--- src/lcd_pin_map.vh ---
// register offsets, field positions and reset values of the lcd pin driver
`ifndef LCD_PIN_MAP_VH
`define LCD_PIN_MAP_VH
`define PHASE_BIAS_OFS 5'h00
`define COMMON_ROLE_OFS 5'h04
`define SEG_EN_LOW_OFS 5'h08
`define SEG_EN_MID_OFS 5'h0c
`define SEG_EN_HIGH_OFS 5'h10
`define PORT_DATA_LO_OFS 5'h14
`define PORT_DATA_HI_OFS 5'h18
`define OSC_CLAIM_OFS 5'h1c
`define REG_RESET 8'h00
`define PHASE_BIT 7
`define BIAS_HI_BIT 6
`define BIAS_LO_BIT 5
`define MASTER_ON_BIT 4
`define RESP_OKAY 2'b00
`define RESP_SLVERR 2'b10
`define LVL_GND 2'h0
`define LVL_LOW_BIAS 2'h1
`define LVL_HIGH_BIAS 2'h2
`define LVL_SUPPLY 2'h3
`define PIN_COUNT 30
`endif

--- src/software_lcd_pin_driver.v ---
// software lcd pin driver with axi4-lite register slave
//
// Added by the designer: the register addresses and register access over AXI4-Lite.
`timescale 1ns/1ps
`include "lcd_pin_map.vh"

module software_lcd_pin_driver (
   // clock and reset
   input wire aclk,
   input wire aresetn,
   // axi4-lite write address
   input wire [4:0] s_axi_awaddr,
   input wire [2:0] s_axi_awprot,
   input wire s_axi_awvalid,
   output reg s_axi_awready,
   // axi4-lite write data
   input wire [31:0] s_axi_wdata,
   input wire [3:0] s_axi_wstrb,
   input wire s_axi_wvalid,
   output reg s_axi_wready,
   // axi4-lite write response
   output reg [1:0] s_axi_bresp,
   output reg s_axi_bvalid,
   input wire s_axi_bready,
   // axi4-lite read address
   input wire [4:0] s_axi_araddr,
   input wire [2:0] s_axi_arprot,
   input wire s_axi_arvalid,
   output reg s_axi_arready,
   // axi4-lite read data
   output reg [31:0] s_axi_rdata,
   output reg [1:0] s_axi_rresp,
   output reg s_axi_rvalid,
   input wire s_axi_rready,
   // analog pin switch controls
   output reg [59:0] pin_level_sel_ff,
   output reg [29:0] pin_lcd_active_ff,
   output reg bias_divider_on_ff,
   output reg [1:0] bias_current_code_ff
);

   reg [7:0] phase_bias_ff;
   reg [7:0] common_role_ff;
   reg [7:0] seg_en_low_ff;
   reg [7:0] seg_en_mid_ff;
   reg [7:0] seg_en_high_ff;
   reg [15:0] port_data_lo_ff;
   reg [13:0] port_data_hi_ff;
   reg osc_claim_ff;
   reg [4:0] aw_addr_ff;
   reg aw_have_ff;
   reg [15:0] w_data_ff;
   reg [1:0] w_strb_ff;
   reg w_have_ff;

   wire [29:0] port_data;
   wire master_on;
   wire phase;
   wire [29:0] pin_sel;
   wire [5:0] is_segment;
   reg [59:0] nxt_level;
   reg [7:0] rd_byte;
   reg rd_hit;
   reg wr_hit;
   integer i;

   assign port_data = {port_data_hi_ff, port_data_lo_ff};
   assign master_on = phase_bias_ff[`MASTER_ON_BIT];
   assign phase = phase_bias_ff[`PHASE_BIT];
   // per-pin lcd function selection; no direction register is consulted
   assign pin_sel = {seg_en_high_ff,
                     seg_en_mid_ff[7:2],
                     seg_en_mid_ff[1:0] & {2{~osc_claim_ff}},
                     seg_en_low_ff,
                     common_role_ff[7:6],
                     phase_bias_ff[3:0]};
   assign is_segment = common_role_ff[5:0];

   // level choice per pin from phase and data bit
   always @* begin
      nxt_level = {60{1'b0}};
      for (i = 0; i < `PIN_COUNT; i = i + 1) begin
         if (!master_on || !pin_sel[i]) begin
            nxt_level[2*i +: 2] = `LVL_GND;
         end else if ((i < 6) && !is_segment[i]) begin
            // common pin: phase gives polarity, data bit selects rail or bias level
            if (!phase) begin
               nxt_level[2*i +: 2] = port_data[i] ? `LVL_SUPPLY : `LVL_LOW_BIAS;
            end else begin
               nxt_level[2*i +: 2] = port_data[i] ? `LVL_GND : `LVL_HIGH_BIAS;
            end
         end else begin
            if (!phase) begin
               nxt_level[2*i +: 2] = port_data[i] ? `LVL_GND : `LVL_HIGH_BIAS;
            end else begin
               nxt_level[2*i +: 2] = port_data[i] ? `LVL_SUPPLY : `LVL_LOW_BIAS;
            end
         end
      end
   end

   // registered analog controls
   always @(posedge aclk) begin
      if (!aresetn) begin
         pin_level_sel_ff <= {60{1'b0}};
         pin_lcd_active_ff <= {30{1'b0}};
         bias_divider_on_ff <= 1'b0;
         bias_current_code_ff <= 2'b00;
      end else begin
         pin_level_sel_ff <= nxt_level;
         pin_lcd_active_ff <= pin_sel & {30{master_on}};
         bias_divider_on_ff <= master_on;
         bias_current_code_ff <= phase_bias_ff[`BIAS_HI_BIT:`BIAS_LO_BIT];
      end
   end

   // write address decode
   always @* begin
      case (aw_addr_ff)
         `PHASE_BIAS_OFS, `COMMON_ROLE_OFS, `SEG_EN_LOW_OFS, `SEG_EN_MID_OFS,
         `SEG_EN_HIGH_OFS, `PORT_DATA_LO_OFS, `PORT_DATA_HI_OFS,
         `OSC_CLAIM_OFS: wr_hit = 1'b1;
         default: wr_hit = 1'b0;
      endcase
   end

   // axi4-lite write channel
   always @(posedge aclk) begin
      if (!aresetn) begin
         s_axi_awready <= 1'b1;
         s_axi_wready <= 1'b1;
         s_axi_bvalid <= 1'b0;
         s_axi_bresp <= `RESP_OKAY;
         aw_have_ff <= 1'b0;
         w_have_ff <= 1'b0;
         aw_addr_ff <= 5'h00;
         w_data_ff <= 16'h0000;
         w_strb_ff <= 2'b00;
         phase_bias_ff <= `REG_RESET;
         common_role_ff <= `REG_RESET;
         seg_en_low_ff <= `REG_RESET;
         seg_en_mid_ff <= `REG_RESET;
         seg_en_high_ff <= `REG_RESET;
         port_data_lo_ff <= 16'h0000;
         port_data_hi_ff <= 14'h0000;
         osc_claim_ff <= 1'b0;
      end else begin
         if (s_axi_awvalid && s_axi_awready) begin
            aw_addr_ff <= {s_axi_awaddr[4:2], 2'b00};
            aw_have_ff <= 1'b1;
            s_axi_awready <= 1'b0;
         end
         if (s_axi_wvalid && s_axi_wready) begin
            w_data_ff <= s_axi_wdata[15:0];
            w_strb_ff <= s_axi_wstrb[1:0];
            w_have_ff <= 1'b1;
            s_axi_wready <= 1'b0;
         end
         if (aw_have_ff && w_have_ff && !s_axi_bvalid) begin
            s_axi_bvalid <= 1'b1;
            s_axi_bresp <= wr_hit ? `RESP_OKAY : `RESP_SLVERR;
            aw_have_ff <= 1'b0;
            w_have_ff <= 1'b0;
            if (w_strb_ff[0]) begin
               case (aw_addr_ff)
                  `PHASE_BIAS_OFS: phase_bias_ff <= w_data_ff[7:0];
                  `COMMON_ROLE_OFS: common_role_ff <= w_data_ff[7:0];
                  `SEG_EN_LOW_OFS: seg_en_low_ff <= w_data_ff[7:0];
                  `SEG_EN_MID_OFS: seg_en_mid_ff <= w_data_ff[7:0];
                  `SEG_EN_HIGH_OFS: seg_en_high_ff <= w_data_ff[7:0];
                  `PORT_DATA_LO_OFS: port_data_lo_ff[7:0] <= w_data_ff[7:0];
                  `PORT_DATA_HI_OFS: port_data_hi_ff[7:0] <= w_data_ff[7:0];
                  `OSC_CLAIM_OFS: osc_claim_ff <= w_data_ff[0];
                  default: osc_claim_ff <= osc_claim_ff;
               endcase
            end
            // upper port data bytes come with byte lane 1
            if (w_strb_ff[1]) begin
               if (aw_addr_ff == `PORT_DATA_LO_OFS) begin
                  port_data_lo_ff[15:8] <= w_data_ff[15:8];
               end
               if (aw_addr_ff == `PORT_DATA_HI_OFS) begin
                  port_data_hi_ff[13:8] <= w_data_ff[13:8];
               end
            end
         end
         if (s_axi_bvalid && s_axi_bready) begin
            s_axi_bvalid <= 1'b0;
            s_axi_awready <= 1'b1;
            s_axi_wready <= 1'b1;
         end
      end
   end

   // read address decode
   always @* begin
      rd_hit = 1'b1;
      rd_byte = 8'h00;
      case ({s_axi_araddr[4:2], 2'b00})
         `PHASE_BIAS_OFS: rd_byte = phase_bias_ff;
         `COMMON_ROLE_OFS: rd_byte = common_role_ff;
         `SEG_EN_LOW_OFS: rd_byte = seg_en_low_ff;
         `SEG_EN_MID_OFS: rd_byte = seg_en_mid_ff;
         `SEG_EN_HIGH_OFS: rd_byte = seg_en_high_ff;
         `PORT_DATA_LO_OFS: rd_byte = port_data_lo_ff[7:0];
         `PORT_DATA_HI_OFS: rd_byte = port_data_hi_ff[7:0];
         `OSC_CLAIM_OFS: rd_byte = {7'h00, osc_claim_ff};
         default: rd_hit = 1'b0;
      endcase
   end

   // axi4-lite read channel
   always @(posedge aclk) begin
      if (!aresetn) begin
         s_axi_arready <= 1'b1;
         s_axi_rvalid <= 1'b0;
         s_axi_rdata <= 32'h00000000;
         s_axi_rresp <= `RESP_OKAY;
      end else if (s_axi_arvalid && s_axi_arready) begin
         s_axi_arready <= 1'b0;
         s_axi_rvalid <= 1'b1;
         s_axi_rresp <= rd_hit ? `RESP_OKAY : `RESP_SLVERR;
         if ({s_axi_araddr[4:2], 2'b00} == `PORT_DATA_LO_OFS) begin
            s_axi_rdata <= {16'h0000, port_data_lo_ff};
         end else if ({s_axi_araddr[4:2], 2'b00} == `PORT_DATA_HI_OFS) begin
            s_axi_rdata <= {18'h00000, port_data_hi_ff};
         end else begin
            s_axi_rdata <= {24'h000000, rd_byte};
         end
      end else if (s_axi_rvalid && s_axi_rready) begin
         s_axi_rvalid <= 1'b0;
         s_axi_arready <= 1'b1;
      end
   end

endmodule // software_lcd_pin_driver

--- config.mk ---
export PLATFORM = sky130hd
export DESIGN_NAME = software_lcd_pin_driver
export DESIGN_NICKNAME = d
export VERILOG_FILES = /design/src/software_lcd_pin_driver.v
export VERILOG_INCLUDE_DIRS = /design/src
export SDC_FILE = /design/constraint.sdc
export NUM_CORES = 1
export LEC_CHECK = 0
export BUFFER_PORTS_ARGS = -buffer_cell sky130_fd_sc_hd__buf_4
export CORE_UTILIZATION = 45
export CTS_CLUSTER_DIAMETER = 30
export DETAILED_ROUTE_END_ITERATION = 8
export HOLD_SLACK_MARGIN = 0.05
export MAX_ROUTING_LAYER = met4
export PLACE_DENSITY = 0.74
export SYNTH_ARGS = -nofsm -noshare
export SYNTH_HDL_FRONTEND = slang
export SYNTH_SLANG_ARGS = --single-unit
export TNS_END_PERCENT = 20
--- constraint.sdc ---
create_clock -name aclk -period 2.1 [get_ports aclk]
set_input_delay 0.42 -clock aclk [delete_from_list [all_inputs] [get_ports aclk]]
set_output_delay 0.42 -clock aclk [all_outputs]
set_load 0.02 [all_outputs]
==> run_summary.xml <==
<?xml version="1.0" encoding="UTF-8"?>
<metrics>
  <group name="routing">
    <metric name="total_length_of_routed_wires" unit="um">19900</metric>
    <metric name="via_per_inst" unit="">5.07</metric>
    <metric name="vias" unit="">6003</metric>
    <metric name="first_iter_violations" unit="">460</metric>
    <metric name="drt_drc_violations_left" unit="">0</metric>
    <metric name="final_antenna_net_count" unit="">0</metric>
    <metric name="detailedRoute.firstPassIterationCount" unit="">5</metric>
    <metric name="wl_per_cell" unit="um">16.8</metric>
  </group>
  <group name="min_path">
    <metric name="worstHoldPathType" unit="">input port to flip-flop</metric>
    <metric name="hold_path.startpoint" unit="">s_axi_wvalid</metric>
    <metric name="whs_endpoint" unit="">s_axi_wready</metric>
    <metric name="worstHoldPathCells" unit="">2</metric>
  </group>
  <group name="yosys">
    <metric name="postSynth.asyncResetShare" unit="%">0</metric>
    <metric name="synth_area" unit="um2">7820</metric>
    <metric name="synth_cells" unit="">785</metric>
    <metric name="yosys.cell_count.top_type" unit="">sky130_fd_sc_hd__dfxtp_1</metric>
    <metric name="synthesis.yosys.warnings" unit="">0</metric>
    <metric name="synth_top_area_share" unit="%">53.3</metric>
    <metric name="yosysUniqueCellTypes" unit="">53</metric>
    <metric name="synth.avg_cell_area" unit="um2">9.96</metric>
    <metric name="synth.top_cells.by_area" unit="">sky130_fd_sc_hd__dfxtp_1 (53%), sky130_fd_sc_hd__and2_1 (4.6%), sky130_fd_sc_hd__nand2_1 (3.8%)</metric>
    <metric name="seq_area_frac_synth" unit="%">53.3</metric>
    <metric name="synth_enable_flop_cells" unit="">0</metric>
    <metric name="synthFlopType" unit="">sky130_fd_sc_hd__dfxtp_1</metric>
    <metric name="netlist_top_cells_count" unit="">sky130_fd_sc_hd__dfxtp_1 (208), sky130_fd_sc_hd__nand2_1 (79), sky130_fd_sc_hd__and2_1 (58)</metric>
    <metric name="ys_seq_elements" unit="">208</metric>
    <metric name="synth_top_cell_by_area" unit="">sky130_fd_sc_hd__dfxtp_1</metric>
  </group>
  <group name="die">
    <metric name="dieHeight" unit="um">134</metric>
    <metric name="fp.dieW" unit="um">134</metric>
    <metric name="core_area" unit="um2">16800</metric>
    <metric name="io-pin-count" unit="">193</metric>
    <metric name="die-area" unit="um2">17900</metric>
    <metric name="core.rowCount" unit="">47</metric>
    <metric name="initial_utilization" unit="%">46.6</metric>
  </group>
  <group name="placed_design">
    <metric name="dp_hpwl" unit="um">13700</metric>
    <metric name="placement.io_buffers" unit="">144</metric>
    <metric name="place.gp.congestion" unit="">0.888</metric>
    <metric name="preCtsSetupSlack" unit="ps">308</metric>
  </group>
  <group name="finish">
    <metric name="multiInputGateArea" unit="um2">3230</metric>
    <metric name="syn2layout_area_growth" unit="%">31.0</metric>
    <metric name="drive_gt1_share" unit="%">26.5</metric>
    <metric name="ff_latch_area" unit="um2">4170</metric>
    <metric name="fin_nets" unit="">995</metric>
    <metric name="antenna_cells_inserted" unit="">0</metric>
    <metric name="n_fill_cell" unit="">1400</metric>
  </group>
  <group name="cts">
    <metric name="clock_insertion_delay_worst_skew" unit="ps">510</metric>
    <metric name="clock_tree.buffer_depth" unit="">3</metric>
    <metric name="h-tree-depth" unit="">2</metric>
    <metric name="cts_setup_buffers" unit="">0</metric>
    <metric name="tritoncts.num_buffers" unit="">38</metric>
    <metric name="cts_hold_buf" unit="">0</metric>
    <metric name="cts_resized" unit="">0</metric>
    <metric name="clk_pin_slew" unit="ps">50</metric>
    <metric name="cts_tree" unit="">yes</metric>
    <metric name="cts_root_buf" unit="">sky130_fd_sc_hd__clkbuf_16</metric>
    <metric name="clock_sink_count" unit="">208</metric>
  </group>
  <group name="status">
    <metric name="run_status" unit="">complete, no violations</metric>
  </group>
  <group name="sta">
    <metric name="finalSetupViolCount" unit="">0</metric>
    <metric name="timing.fmax" unit="GHz">0.552</metric>
    <metric name="post-route-worst-setup-slack" unit="ps">290</metric>
    <metric name="tns" unit="ps">0</metric>
    <metric name="period_share" unit="%">86.2</metric>
    <metric name="rsz_0062_raised_after_global_routing" unit="">false</metric>
    <metric name="worst_pin_slew" unit="ps">650</metric>
    <metric name="drv_slew" unit="">0</metric>
    <metric name="slew_headroom" unit="%">56.7</metric>
    <metric name="clock_skew" unit="ps">24.5</metric>
    <metric name="final-hold-violation-count" unit="">0</metric>
    <metric name="min_cycle_time_layout" unit="ps">1810</metric>
  </group>
  <group name="worst_setup_path">
    <metric name="required" unit="ps">2490</metric>
    <metric name="reg2reg_from" unit="">s_axi_bvalid</metric>
    <metric name="critical_path_class" unit="">flip-flop to flip-flop</metric>
    <metric name="critical_path_peak_fanout" unit="">12</metric>
    <metric name="timing.reg2reg.worst_path_depth" unit="">4</metric>
    <metric name="critical_path_arrival" unit="ps">2200</metric>
    <metric name="critical_path.startpoint_type" unit="">flip-flop</metric>
    <metric name="reg_to_reg_critical_path_endpoint" unit="">port_data_hi_ff[13]</metric>
    <metric name="reg2reg_setup_slack" unit="ps">290</metric>
    <metric name="end_kind" unit="">flip-flop</metric>
  </group>
  <group name="job">
    <metric name="max-cap-violations" unit="">0</metric>
  </group>
  <group name="global_routing">
    <metric name="grt_start_max_net_pins" unit="">40</metric>
    <metric name="first_global_vias" unit="">5532</metric>
    <metric name="grt_antenna_before_repair" unit="">0</metric>
    <metric name="track_usage" unit="%">22.8</metric>
    <metric name="grt_first_pass_wirelength" unit="um">30500</metric>
    <metric name="global_route.overflow_total" unit="">0</metric>
  </group>
  <group name="pwr">
    <metric name="vdd.ir_drop.worst" unit="V">0.000541</metric>
    <metric name="cellLeakagePower" unit="nW">4.27</metric>
    <metric name="p_per_area" unit="nW/um2">1020</metric>
  </group>
</metrics>
cell type report:
class	instances	share of cell area (%)
clock inverters	19	1.91
inverters	9	0.330
well taps	220	2.69
multi-input cells	516	31.5
flip-flops and latches	208	40.7
clock buffers	48	10.8
repair buffers	163	12.1
state kept, by name, summed over array words and instances (netlist names), 14 cells and up:
signal             cells
pin_level_sel_ff      60
pin_lcd_active_ff     30
port_data_lo_ff       16
s_axi_rdata           16
w_data_ff             16
port_data_hi_ff       14
stage by stage:
stage               cells  hold WS, ps  utilization, %  area (um2)  power, W
floorplan             804          443               -        7890   0.00440
global route         1183          129            61.1       10200    0.0107
global placement     1116          451            53.3        8940   0.00452
finish               1183          132            61.1       10200    0.0104
detailed placement   1116          455            53.3        8940   0.00452
CTS                  1183          119            61.1       10200    0.0105
power by group:
group          internal (W)  total (W)  switching (W)
combinational      0.000147   0.000410       0.000263
sequential          0.00400    0.00403      0.0000372
clock               0.00398    0.00599        0.00201
how the worst max path moves through the flow:
stage,from,endpoint,slack (ps)
after detailed placement,s_axi_araddr[2],s_axi_rdata[0],310
after global placement,s_axi_araddr[2],s_axi_rdata[0],300
after global routing,s_axi_bvalid,port_data_hi_ff[9],210
final,s_axi_bvalid,port_data_hi_ff[13],290
after floorplan,s_axi_araddr[4],s_axi_rdata[0],640
after CTS,s_axi_bvalid,port_data_hi_ff[13],290
layout by cell type (no fill, tap or decap), types with 4 or more instances in the layout:
cell and n:
sky130_fd_sc_hd__dfxtp_1 207, sky130_fd_sc_hd__nor2b_1 19, sky130_fd_sc_hd__and2b_1 5, sky130_fd_sc_hd__clkinvlp_4 4, sky130_fd_sc_hd__a21boi_0 25, sky130_fd_sc_hd__clkbuf_16 41
sky130_fd_sc_hd__inv_6 4, sky130_fd_sc_hd__and3_1 26, sky130_fd_sc_hd__o21ai_2 8, sky130_fd_sc_hd__o21ai_0 13, sky130_fd_sc_hd__clkbuf_8 5, sky130_fd_sc_hd__nand2_1 79
sky130_fd_sc_hd__nand3_1 56, sky130_fd_sc_hd__conb_1 20, sky130_fd_sc_hd__a211oi_1 6, sky130_fd_sc_hd__o21ai_1 57, sky130_fd_sc_hd__and2_1 58, sky130_fd_sc_hd__o22ai_1 13
sky130_fd_sc_hd__mux2i_1 14, sky130_fd_sc_hd__buf_4 162, sky130_fd_sc_hd__inv_1 9, sky130_fd_sc_hd__xor2_1 6, sky130_fd_sc_hd__nor2_1 15, sky130_fd_sc_hd__clkinv_2 5
sky130_fd_sc_hd__nand2b_1 4, sky130_fd_sc_hd__o221a_1 7, sky130_fd_sc_hd__a22oi_1 14, sky130_fd_sc_hd__xnor2_1 30, sky130_fd_sc_hd__a22o_1 7
per-layer routing:
layer  GRT usage (%)  wire (um)
met1            30.3       8800
met3            4.31       1550
met2            34.9       9120
met5               -          0
met4            7.39        400
critical path, stage by stage (launching register included):
cell,delay [ps]
sky130_fd_sc_hd__dfxtp_1,330
sky130_fd_sc_hd__and3b_2,500
sky130_fd_sc_hd__and4_1,550
sky130_fd_sc_hd__mux2i_1,260
sky130_fd_sc_hd__nor2b_1,70
logic make-up after synthesis:
logic type,Yosys count,synth area share (%)
AOI/OAI and AO/OA,161,13.7
xor gates and xnor gates,36,4.03
buffers and inverters,80,6.32
DFF,208,53.3
muxes,14,1.79
other,1,0.0480
and+or+nand+nor,285,20.9
Note: power is estimated with default switching activity, not from simulation.
